[config.mk]
export PLATFORM = sky130hd
export DESIGN_NAME = mprot_top
export DESIGN_NICKNAME = d
export VERILOG_FILES = /design/src/mprot_pkg.sv /design/src/mprot_top.sv /design/src/mprot_latch.sv /design/src/mprot_edge.sv
export SDC_FILE = /design/constraint.sdc
export NUM_CORES = 1
export LEC_CHECK = 0
export BUFFER_PORTS_ARGS = -buffer_cell sky130_fd_sc_hd__buf_2
export CAP_MARGIN = 0
export CORE_MARGIN = 1.5
export CORE_UTILIZATION = 53
export DETAILED_ROUTE_END_ITERATION = 8
export PLACE_DENSITY_LB_ADDON = 0.1
export SYNTH_ARGS = -nofsm -noshare
export SYNTH_HDL_FRONTEND = slang
export SYNTH_SLANG_ARGS = --single-unit
export TNS_END_PERCENT = 30
[constraint.sdc]
create_clock -name pclk -period 4.2 [get_ports pclk]
set_input_delay 0.42 -clock pclk [delete_from_list [all_inputs] [get_ports pclk]]
set_output_delay 0.42 -clock pclk [all_outputs]
set_load 0.02 [all_outputs]
[src/mprot_pkg.sv]
// Package for the motor protection mode and cutoff override block.
// Assumes an APB slave with 32-bit data and one word per register.
package mprot_pkg;
    // Register byte offsets
    localparam logic [7:0] ADDR_MODE    = 8'h00;
    localparam logic [7:0] ADDR_LEVELS  = 8'h04;
    localparam logic [7:0] ADDR_CONTROL = 8'h08;
    localparam logic [7:0] ADDR_STATUS  = 8'h0C;
    localparam logic [7:0] ADDR_IRQ     = 8'h10;
    localparam logic [7:0] ADDR_MASK    = 8'h14;
    // Mode register fields
    localparam int MODE_STALL_OVF = 0;
    localparam int MODE_STALL_CMP = 1;
    localparam int MODE_OC        = 2;
    localparam int MODE_LIM_RST   = 3;
    localparam int MODE_SW        = 4;
    localparam int MODE_CBC       = 5;
    localparam int MODE_TRIG_SRC  = 6;
    localparam logic [7:0] MODE_MASK   = 8'h7F;
    localparam logic [7:0] LEVELS_MASK = 8'h3F;
    localparam logic [7:0] MODE_RESET   = 8'h00;
    localparam logic [7:0] LEVELS_RESET = 8'h00;
    // Control register fields
    localparam int CTL_OC_EN      = 0;
    localparam int CTL_LIM_EN     = 1;
    localparam int CTL_STCMP_EN   = 2;
    localparam int CTL_STOVF_EN   = 3;
    localparam int CTL_SW_TRIP    = 4;
    localparam int CTL_CUT_HW_EN  = 5;
    localparam int CTL_CUT_SW     = 6;
    localparam int CTL_BRAKE      = 7;
    localparam logic [7:0] CTL_RESET = 8'h00;
    // Status and event fields
    localparam int ST_PROTECT = 0;
    localparam int ST_CUTOFF  = 1;
    localparam int ST_CBC_OFF = 2;
    localparam int ST_LIM_OFF = 3;
    localparam int EV_PROTECT = 0;
    localparam int EV_CUTOFF  = 1;
    localparam int EV_CBC     = 2;
    localparam int EV_WIDTH   = 3;
    // Protect source indices
    localparam int SRC_OC   = 0;
    localparam int SRC_SCMP = 1;
    localparam int SRC_SOVF = 2;
    localparam int SRC_SW   = 3;
    localparam int SRC_N    = 4;
endpackage : mprot_pkg

[src/mprot_top.sv]
// Motor protection mode select, cutoff override and gate output forcing.
// Assumes APB master on pclk; trip inputs synchronous to pclk.
// How it works
// (RQ1) Bit 6 picks cutoff trigger: overcurrent pulse, or comparator one rising edge.
// (RQ2) Cycle-by-cycle mode cuts PWM on overcurrent pulse, restores at next period.
// (RQ3) If overcurrent persists at restore, cut again at once.
// (RQ4) Bit 4 selects software trip as fault or pause behaviour.
// (RQ5) Limit restart 0: PWM resumes as soon as limit trip clears.
// (RQ6) Limit restart 1: PWM held off until next period start after clearing.
// (RQ7) Bit 2 selects overcurrent pulse trip as fault or pause behaviour.
// (RQ8) Stall compare mode bit means pause at 1; software sets it first.
// (RQ9) Stall overflow mode bit means pause at 1; software sets it first.
// (RQ10) Six override bits give gate levels during cutoff, C low down to A high.
// (RQ11) Unused top bits of both registers read as zero.
// (RQ12) During cutoff gate outputs follow override bits, not the polarity stage.
// (RQ13) Fault clears itself when source ends; pause holds until software release.
// (RQ14) Cutoff stays latched until software releases it; pulses are latched.
// (RQ15) Protection forces brake (lows on) or free run (all off).
// (RQ16) Period start pulse times deferred restarts.
// (RQ17) Registers reached over APB; writes act the next cycle.
//
// The APB slave port and the register addresses were decided locally.
`timescale 1ns/1ps
module mprot_top (
    // Clock and reset
    input  wire logic        pclk,
    input  wire logic        presetn,
    // APB slave
    input  wire logic        psel,
    input  wire logic        penable,
    input  wire logic        pwrite,
    input  wire logic [7:0]  paddr,
    input  wire logic [31:0] pwdata,
    output logic      [31:0] prdata,
    output logic             pready,
    output logic             pslverr,
    // Trip sources
    input  wire logic        overcurrent_pulse,
    input  wire logic        current_limit_trip,
    input  wire logic        stall_compare_trip,
    input  wire logic        stall_overflow_trip,
    input  wire logic        comparator_one_out,
    input  wire logic        pwm_period_start,
    // Polarity stage drive, bits C low down to A high
    input  wire logic [5:0]  polarity_drive,
    // Gate driver outputs
    output logic             phase_a_high_drive,
    output logic             phase_a_low_drive,
    output logic             phase_b_high_drive,
    output logic             phase_b_low_drive,
    output logic             phase_c_high_drive,
    output logic             phase_c_low_drive,
    // Interrupt
    output logic             irq
);
    logic [7:0]  protection_mode_select;
    logic [7:0]  cutoff_output_levels;
    logic [7:0]  control;
    logic [2:0]  irq_status;
    logic [2:0]  irq_mask;
    logic        fast_current_cutoff;
    logic        cbc_off;
    logic        lim_hold;
    logic        prev_cut_hw_en;
    logic        prev_cut_sw;
    logic        prev_sw_trip;
    logic        prev_protect;
    logic        prev_cbc;
    logic        cmp_rise;
    logic        cut_trigger;
    logic        sw_release;
    logic        protect;
    logic        lim_active;
    logic        wr;
    logic        rd;
    logic        prev_cut;
    // Protect source count
    localparam int SRC_N_W = mprot_pkg::SRC_N;
    logic [SRC_N_W-1:0] src_active;
    logic [SRC_N_W-1:0] src_trip;
    logic [SRC_N_W-1:0] src_en;
    logic [SRC_N_W-1:0] src_pause;
    logic [5:0]  next_gate;
    logic [2:0]  events;
    logic [31:0] next_rdata;

    // APB decode, zero wait states
    assign wr = psel && penable && pwrite;
    assign rd = psel && !penable && !pwrite;

    // Register writes, unused bits kept at zero
    always_ff @(posedge pclk or negedge presetn) begin
        if (!presetn) begin
            protection_mode_select <= mprot_pkg::MODE_RESET;
            cutoff_output_levels   <= mprot_pkg::LEVELS_RESET;
            control                <= mprot_pkg::CTL_RESET;
            irq_mask               <= 3'h0;
        end else if (wr) begin
            case (paddr)
                mprot_pkg::ADDR_MODE:    protection_mode_select <= pwdata[7:0]
                                                                   & mprot_pkg::MODE_MASK;
                mprot_pkg::ADDR_LEVELS:  cutoff_output_levels <= pwdata[7:0]
                                                                 & mprot_pkg::LEVELS_MASK;
                mprot_pkg::ADDR_CONTROL: control <= pwdata[7:0];
                mprot_pkg::ADDR_MASK:    irq_mask <= pwdata[2:0];
                default: ;
            endcase // see (RQ17) (RQ11)
        end
    end

    // Read mux, data registered in the setup cycle
    always_comb begin
        next_rdata = 32'h0;
        case (paddr)
            mprot_pkg::ADDR_MODE:    next_rdata = {24'h0, protection_mode_select}; // see (RQ11)
            mprot_pkg::ADDR_LEVELS:  next_rdata = {24'h0, cutoff_output_levels};
            mprot_pkg::ADDR_CONTROL: next_rdata = {24'h0, control};
            mprot_pkg::ADDR_STATUS:  next_rdata = {28'h0, lim_hold, cbc_off,
                                                   fast_current_cutoff, protect};
            mprot_pkg::ADDR_IRQ:     next_rdata = {29'h0, irq_status};
            mprot_pkg::ADDR_MASK:    next_rdata = {29'h0, irq_mask};
            default:                 next_rdata = 32'h0;
        endcase
    end

    // Answer in the access cycle; unmapped or unaligned address flags an error
    always_ff @(posedge pclk or negedge presetn) begin
        if (!presetn) begin
            prdata  <= 32'h0;
            pready  <= 1'b0;
            pslverr <= 1'b0;
        end else begin
            pready  <= psel && !penable;
            pslverr <= psel && !penable && (paddr > mprot_pkg::ADDR_MASK || paddr[1:0] != 2'h0);
            if (rd) begin
                prdata <= next_rdata;
            end
        end
    end

    // Previous values for software edge sensing
    always_ff @(posedge pclk or negedge presetn) begin
        if (!presetn) begin
            prev_cut_hw_en <= 1'b0;
            prev_cut_sw    <= 1'b0;
            prev_sw_trip   <= 1'b0;
        end else begin
            prev_cut_hw_en <= control[mprot_pkg::CTL_CUT_HW_EN];
            prev_cut_sw    <= control[mprot_pkg::CTL_CUT_SW];
            prev_sw_trip   <= control[mprot_pkg::CTL_SW_TRIP];
        end
    end

    mprot_edge u_cmp_edge (
        .pclk    (pclk),
        .presetn (presetn),
        .level   (comparator_one_out),
        .rise    (cmp_rise)
    );

    // Cutoff trigger source
    assign cut_trigger = protection_mode_select[mprot_pkg::MODE_TRIG_SRC]
                         ? cmp_rise : overcurrent_pulse; // see (RQ1)

    // Fast cutoff: latched, released only by software
    always_ff @(posedge pclk or negedge presetn) begin
        if (!presetn) begin
            fast_current_cutoff <= 1'b0;
        end else if (control[mprot_pkg::CTL_CUT_HW_EN] && cut_trigger) begin
            fast_current_cutoff <= 1'b1; // see (RQ14)
        end else if (control[mprot_pkg::CTL_CUT_SW]) begin
            fast_current_cutoff <= 1'b1;
        end else if ((control[mprot_pkg::CTL_CUT_HW_EN] && !prev_cut_hw_en)
                     || (prev_cut_sw && !control[mprot_pkg::CTL_CUT_SW])) begin
            fast_current_cutoff <= 1'b0; // see (RQ14)
        end
    end

    // Software release of pause sources: trip bit falling
    assign sw_release = prev_sw_trip && !control[mprot_pkg::CTL_SW_TRIP];

    assign src_trip[mprot_pkg::SRC_OC]   = overcurrent_pulse;
    assign src_trip[mprot_pkg::SRC_SCMP] = stall_compare_trip;
    assign src_trip[mprot_pkg::SRC_SOVF] = stall_overflow_trip;
    assign src_trip[mprot_pkg::SRC_SW]   = control[mprot_pkg::CTL_SW_TRIP];
    assign src_en[mprot_pkg::SRC_OC]     = control[mprot_pkg::CTL_OC_EN];
    assign src_en[mprot_pkg::SRC_SCMP]   = control[mprot_pkg::CTL_STCMP_EN];
    assign src_en[mprot_pkg::SRC_SOVF]   = control[mprot_pkg::CTL_STOVF_EN];
    assign src_en[mprot_pkg::SRC_SW]     = 1'b1;
    assign src_pause[mprot_pkg::SRC_OC]   = protection_mode_select[mprot_pkg::MODE_OC]; // see (RQ7)
    assign src_pause[mprot_pkg::SRC_SCMP] =
        protection_mode_select[mprot_pkg::MODE_STALL_CMP]; // see (RQ8)
    assign src_pause[mprot_pkg::SRC_SOVF] =
        protection_mode_select[mprot_pkg::MODE_STALL_OVF]; // see (RQ9)
    assign src_pause[mprot_pkg::SRC_SW]   = protection_mode_select[mprot_pkg::MODE_SW]; // see (RQ4)

    // One latch per protect source
    genvar gi;
    generate
        for (gi = 0; gi < SRC_N_W; gi++) begin : g_src
            mprot_latch u_latch (
                .pclk        (pclk),
                .presetn     (presetn),
                .enable      (src_en[gi]),
                .trip        (src_trip[gi]),
                .pause_mode  (src_pause[gi]),
                .release_req (sw_release),
                .active      (src_active[gi])
            );
        end
    endgenerate

    assign protect = |src_active;

    // Cycle-by-cycle cut: set by pulse, cleared at period start unless pulse persists
    always_ff @(posedge pclk or negedge presetn) begin
        if (!presetn) begin
            cbc_off <= 1'b0;
        end else if (!protection_mode_select[mprot_pkg::MODE_CBC]) begin
            cbc_off <= 1'b0;
        end else if (overcurrent_pulse) begin
            cbc_off <= 1'b1; // see (RQ2) (RQ3)
        end else if (pwm_period_start) begin
            cbc_off <= 1'b0; // see (RQ2) (RQ16)
        end
    end

    // Current limit hold
    assign lim_active = control[mprot_pkg::CTL_LIM_EN] && current_limit_trip;
    always_ff @(posedge pclk or negedge presetn) begin
        if (!presetn) begin
            lim_hold <= 1'b0;
        end else if (lim_active) begin
            lim_hold <= 1'b1;
        end else if (!protection_mode_select[mprot_pkg::MODE_LIM_RST]) begin
            lim_hold <= 1'b0; // see (RQ5)
        end else if (pwm_period_start) begin
            lim_hold <= 1'b0; // see (RQ6) (RQ16)
        end
    end

    // Gate output selection, bits C low down to A high
    always_comb begin
        if (fast_current_cutoff) begin
            next_gate = cutoff_output_levels[5:0]; // see (RQ12) (RQ10)
        end else if (protect) begin
            next_gate = control[mprot_pkg::CTL_BRAKE] ? 6'h2A : 6'h00; // see (RQ15)
        end else if (cbc_off || lim_hold || lim_active) begin
            next_gate = 6'h00;
        end else begin
            next_gate = polarity_drive;
        end
    end

    // Gate outputs straight from flip-flops
    always_ff @(posedge pclk or negedge presetn) begin
        if (!presetn) begin
            {phase_c_low_drive, phase_c_high_drive, phase_b_low_drive,
             phase_b_high_drive, phase_a_low_drive, phase_a_high_drive} <= 6'h00;
        end else begin
            {phase_c_low_drive, phase_c_high_drive, phase_b_low_drive,
             phase_b_high_drive, phase_a_low_drive, phase_a_high_drive} <= next_gate;
        end
    end

    // Interrupt events: rising edges of protect, cutoff, cycle cut
    always_ff @(posedge pclk or negedge presetn) begin
        if (!presetn) begin
            prev_protect <= 1'b0;
            prev_cbc     <= 1'b0;
        end else begin
            prev_protect <= protect;
            prev_cbc     <= cbc_off;
        end
    end
    assign events = {cbc_off & ~prev_cbc, fast_current_cutoff & ~prev_cut,
                     protect & ~prev_protect};

    always_ff @(posedge pclk or negedge presetn) begin
        if (!presetn) begin
            prev_cut <= 1'b0;
        end else begin
            prev_cut <= fast_current_cutoff;
        end
    end

    // Sticky status, write one to clear, set wins
    always_ff @(posedge pclk or negedge presetn) begin
        if (!presetn) begin
            irq_status <= 3'h0;
        end else begin
            irq_status <= (irq_status & ~((wr && paddr == mprot_pkg::ADDR_IRQ) ? pwdata[2:0]
                                                                              : 3'h0))
                          | events;
        end
    end

    // Interrupt level, one cycle behind status and mask
    always_ff @(posedge pclk or negedge presetn) begin
        if (!presetn) begin
            irq <= 1'b0;
        end else begin
            irq <= |(irq_status & irq_mask);
        end
    end
endmodule : mprot_top

[src/mprot_latch.sv]
// One protect source latch with fault or pause release.
// Assumes synchronous trip and release inputs on pclk.
`timescale 1ns/1ps
module mprot_latch (
    // Clock and reset
    input  wire logic pclk,
    input  wire logic presetn,
    // Source
    input  wire logic enable,
    input  wire logic trip,
    input  wire logic pause_mode,
    input  wire logic release_req,
    // State
    output logic      active
);
    always_ff @(posedge pclk or negedge presetn) begin
        if (!presetn) begin
            active <= 1'b0;
        end else if (enable && trip) begin
            active <= 1'b1;
        end else if (!enable) begin
            active <= 1'b0;
        end else if (!pause_mode) begin
            active <= 1'b0; // see (RQ13)
        end else if (release_req) begin
            active <= 1'b0; // see (RQ13)
        end
    end
endmodule : mprot_latch

[src/mprot_edge.sv]
// Rising edge detector for a synchronous level.
// Assumes the input is already in the pclk domain.
`timescale 1ns/1ps
module mprot_edge (
    // Clock and reset
    input  wire logic pclk,
    input  wire logic presetn,
    // Level in, pulse out
    input  wire logic level,
    output logic      rise
);
    logic prev;
    always_ff @(posedge pclk or negedge presetn) begin
        if (!presetn) begin
            prev <= 1'b0;
        end else begin
            prev <= level;
        end
    end
    assign rise = level & ~prev;
endmodule : mprot_edge

Word level (Yosys, flattened, before mapping) --
Index checks and enable logic that the tools add are counted.
Storage, ports and cells: bits of input ports 57, register bits 82, logic and storage cells 112
Cells by class: reduce and logical (&&, ||, !) cells 32, equal/unequal tests 11, magnitude comparators 1, bitwise gates (word level) 12, muxes and demuxes 27
Operator list (count):
- 8-bit case mux with 6 select lines | 1
- 6-bit two-way mux | 4
- 1-bit two-way mux | 21
- 8-bit by 4-bit equality test with 1-bit output, second input constant | 2
- 8-bit by 5-bit equality test with 1-bit output, second input constant | 2
- 1-bit logical AND | 14
- 4-bit by 2-bit inequality test with 1-bit output, second input constant | 3
- 8-bit by 3-bit equality test with 1-bit output, second input constant | 1
- 8-bit by 5-bit > comparator with 1-bit output, second input constant | 1
- 8-bit logical NOT | 1
- 2-bit AND reduction | 4
- 3-bit bitwise AND | 2
- 1-bit logical NOT | 5
- 1-bit bitwise AND | 4
- 1-bit logical OR | 4
- 1-bit NOT | 4
- 4-bit OR reduction | 1
- 3-bit two-way mux | 1
- 3-bit by 1-bit inequality test with 1-bit output, second input constant | 1
- 3-bit by 2-bit inequality test with 1-bit output, second input constant | 1
- 3-bit inequality test, second input constant | 1
- 3-bit NOT | 1
- 3-bit OR | 1
- 3-bit nonzero test | 1
- other kinds (2) | 2

Longest topological paths before layout --
word-level depth 7, depth in mapped cells 6, depth with buffers taken out 4

Cells and area by module --
A second synthesis with hierarchy kept.
Second synthesis, totals: cells, all modules 241, area total of the unflattened synthesis 2723.9 um^2
Modules (own cells, without submodules):
- mprot_top | times used 1, cells each 223, area an instance 2519.9 um^2
- mprot_latch | times used 4, cells each 4, area an instance 41.3 um^2
- mprot_edge | times used 1, cells each 2, area an instance 38.8 um^2

Least setup slack after synthesis --
OpenSTA, ideal clock, no wires.
path kind input to register, from input paddr[7], to register control[0], buffers on the path 1, setup slack 2.051 ns, library setup time 0.125 ns, data required time 4.075 ns, stages on the path 5, data arrival time 2.024 ns, cells stage by stage or3_4 -> or3_4 -> or4_4 -> buf_6 -> mux2_4
Between the ends: cells in the longest elaborated chain, start to end 2
Ends and longest elaborated chain:
- start: declaration | RTL line mprot_top.sv:32 | input wire logic [7:0] paddr,
- 8-bit by 4-bit equality test with 1-bit output | RTL line mprot_top.sv:99 | case (paddr)
- 2-bit AND reduction (no line)
- end signal: assignment | RTL line mprot_top.sv:96 | control <= mprot_pkg::CTL_RESET;
- end signal: assignment | RTL line mprot_top.sv:104 | mprot_pkg::ADDR_CONTROL: control <= pwdata[7:0];
- end: declaration | RTL line mprot_top.sv:58 | logic [7:0] control;
Every way passes these cells. A chain may end at the register's enable or synchronous reset.

Worst setup path after layout --
from register g_src[1].u_latch.active, to register phase_a_low_drive
Between the ends: cells in the longest elaborated chain, start to end 3
Ends and longest elaborated chain:
- start: declaration | RTL line mprot_latch.sv:14 | output logic active
- start signal: assignment | RTL line mprot_latch.sv:18 | active <= 1'b0;
- start signal: assignment | RTL line mprot_latch.sv:20 | active <= 1'b1;
- start signal: assignment | RTL line mprot_latch.sv:22 | active <= 1'b0;
- 4-bit OR reduction | RTL line mprot_top.sv:213 | assign protect = |src_active;
- 6-bit two-way mux | RTL line mprot_top.sv:246 | end else if (protect) begin
- 6-bit two-way mux | RTL line mprot_top.sv:244 | if (fast_current_cutoff) begin
- via next_gate[1] | RTL line mprot_top.sv:83 | logic [5:0] next_gate;
- end: declaration | RTL line mprot_top.sv:48 | output logic phase_a_low_drive,
The timed path passes the listed nets, and every way through them passes these cells.

==> results.cfg <==
[outcome]
status = finished, final reports clean

[grt]
grt_pass1_vias = 1706
antenna_found_initial = 0
grt_remaining_overflow = 0
grt_pass1_wl_um = 8760
track_usage_pct = 22.5
grt_max_degree = 59

[worst_setup_path]
crit_fanout = 6
critPathBufInv = 0
crit_cells = 4
cp-start-kind = flip-flop
ff2ff_path_depth = 4
critPathKind = flip-flop to flip-flop
arrival_ns = 2.23
worstSetupEndpointType = flip-flop
worstPathRequired_ns = 4.44
worst_path_dominant_cell_family = compound AO/OA/AOI/OAI gates
path_cells = or4_1 > a2111oi_4 > a21oi_1 > o21ai_0
critPathSlowestCell = or4_1
cp_slowest_stage_delay_ns = 0.69

[die]
fp.dieArea_um2 = 5590
rows = 25
die_x_um = 74.7
initial_core_util_pct = 56.3
pin_count = 98
core_area_um2 = 4850
fp.dieH_um = 74.7

[sta]
timing.slew.headroom_pct = 52.2
holdWs_ns = 0.207
tightestPinTransition_ns = 0.718
finalClockSkew_ns = 0.00474
final_hold_viol_count = 0
period_needed_ns = 1.98
maxSlewViolCount = 0
fin_crit_sh_pct = 47.3
finalSetupTns_ns = 0
grt_setup_unrepaired = no
timing.fmax_mhz = 504
setup-violations-final = 0

[yosys]
synth-async-reset-ratio_pct = 100
ys_warn_count = 0
synth_area_leaders = dfrtp_1 (53%), mux2_2 (7.0%), buf_4 (6.6%), mux2_4 (4.4%), a22o_1 (2.9%)
synth-main-ff-cell = dfrtp_1
synth_edf_count = 0
syn_area_um2 = 2730
yosys.area.top_type = dfrtp_1
ys_seq_area_share_pct = 53.2
ys_seq_elements = 58
syn_inst = 224
syn-mean-instance-area_um2 = 12.2
ys_types = 40
synth_top_area_share_pct = 53.2

[cts]
clk_pin_slew_ns = 0.07
clkSinkCount = 58
cts_resized = 0
h-tree-depth = 3
root_buffer = clkbuf_8
worstSkewPairLatency_ns = 0.33
cts_setup_buffers = 0
cts_buffers = 9
cts_tree = done
ctsHoldBuffers = 0
cts_max_path_buffers = 2

[power]
pwr-share-comb_pct = 10.6
power_density_nw_per_um2 = 422
seq_power_share_pct = 46.9
p_leak_nw = 1.63
p_int_uw = 990
irDropWorstVdd_mv = 0.356
power.switching_uw = 338
p_clk_share_pct = 42.4
swShare_pct = 25.4

[flow_run]
cap_violations = 0

[placed_design]
hpwl_um = 3770
portBuffers = 49
place_congestion = 0.822

[layout]
num-nets-final = 331
multi_input_area_um2 = 1100
nFillCells = 395
syn2layout_area_growth_pct = 15.2
final_layout_size_suffix_gt1_share_pct = 36.6
n_antenna_cell = 0
regArea_um2 = 1450

[drt]
drc_errors = 0
wl_per_cell_um = 15.6
viasPerCell = 5.18
vias = 1792
detail-route-antenna-nets = 0
routed_wl_um = 5380
detail_route.iter0.violations = 154
drtPass1Iterations = 4

[worst_hold_path]
min_path_type = input port to flip-flop
hold_path_depth = 1
-- logic make-up after synthesis --
| group | count (synthesis) | synth area share [%] |
|---|---|---|
| AOI/OAI and AO/OA | 36 | 9.95 |
| muxes | 35 | 16.5 |
| DFF | 58 | 53.2 |
| buffers and inverters | 43 | 9.50 |
| other | 1 | 0.137 |
| and+or+nand+nor | 51 | 10.7 |
-- cell usage after synthesis, types with 4 or more instances --
| library cell | number |
|---|---|
| nand2_1 | 20 |
| dfrtp_1 | 58 |
| mux2_4 | 8 |
| a22o_1 | 9 |
| inv_1 | 9 |
| a21oi_1 | 4 |
| nor2b_1 | 7 |
| mux2_2 | 17 |
| o21ai_0 | 10 |
| mux2i_1 | 7 |
| clkbuf_1 | 9 |
| buf_4 | 24 |
-- through the flow --
stage	cells	utilization (%)	setup slack, ns	area (um2)	power (mW)
finish	346	64.8	2.22	3140	1.33
global route	346	64.8	2.07	3140	1.38
CTS	346	64.8	2.22	3140	1.34
detailed placement	330	60.3	1.89	2930	0.775
global placement	330	60.3	1.89	2930	0.773
floorplan	247	-	2.05	2810	0.732
-- registers in the layout, indices dropped and copies added (netlist names), 3 cells and up --
register and flops:
control 8, cutoff_output_levels 6, g_src.u_latch.active 4, irq_mask 3, irq_status 3, prdata 8
protection_mode_select 7
-- routing by layer --
layer,routed length [um],vias to the layer above,global-route usage [%]
li1,-,842,-
met1,2610,869,31.9
met2,2380,71,32.1
met3,266,10,6.02
met4,123,0,11.5
met5,0,-,0
-- cells in the final DEF (no fill, tap or decap), drive strengths merged, types with 2 or more instances in the layout --
cell    instances
or2             2
buf            50
nand2b          3
or4             2
dfrtp          58
or3             2
mux4            3
mux2           25
nor2            3
nor2b           7
bufinv          2
clkinv          4
mux2i           7
nor4            3
a22o            9
a31oi           2
o22ai           2
nand3           3
inv             9
o21ai          10
a21oi           4
a21boi          2
conb           24
nand2          20
clkbuf         10
-- power by group through the flow --
| stage | registers, mW | clock network, mW | logic, mW |
|---|---|---|---|
| global route | 0.627 | 0.596 | 0.157 |
| detailed placement | 0.633 | 0 | 0.142 |
| finish | 0.623 | 0.563 | 0.141 |
| global placement | 0.633 | 0 | 0.140 |
| CTS | 0.623 | 0.572 | 0.143 |
| floorplan | 0.636 | 0 | 0.0953 |
-- path summary, 6_finish.rpt --
| path | startpoint | to | slack (ns) |
|---|---|---|---|
| worst max-delay path | g_src[1].u_latch.active | phase_a_low_drive | 2.22 |
| worst min-delay path | comparator_one_out | u_cmp_edge.prev | 0.21 |
| worst max register to register | g_src[1].u_latch.active | phase_a_low_drive | 2.22 |
| worst min register to register | control[4] | prev_sw_trip | 0.45 |
| max in group asynchronous | presetn | prev_cut | 3.50 |
| min in group asynchronous | presetn | irq_mask[0] | 0.23 |
-- layout make-up --
class / count / area share (%)
tap: 67 / 2.67
sequential: 58 / 46.2
timing repair buffer: 50 / 8.04
clock buffer: 10 / 4.38
inverter: 9 / 1.07
clock inverter: 6 / 2.55
multi-input combinational: 146 / 35.1
(Power assumes the default switching activity.)
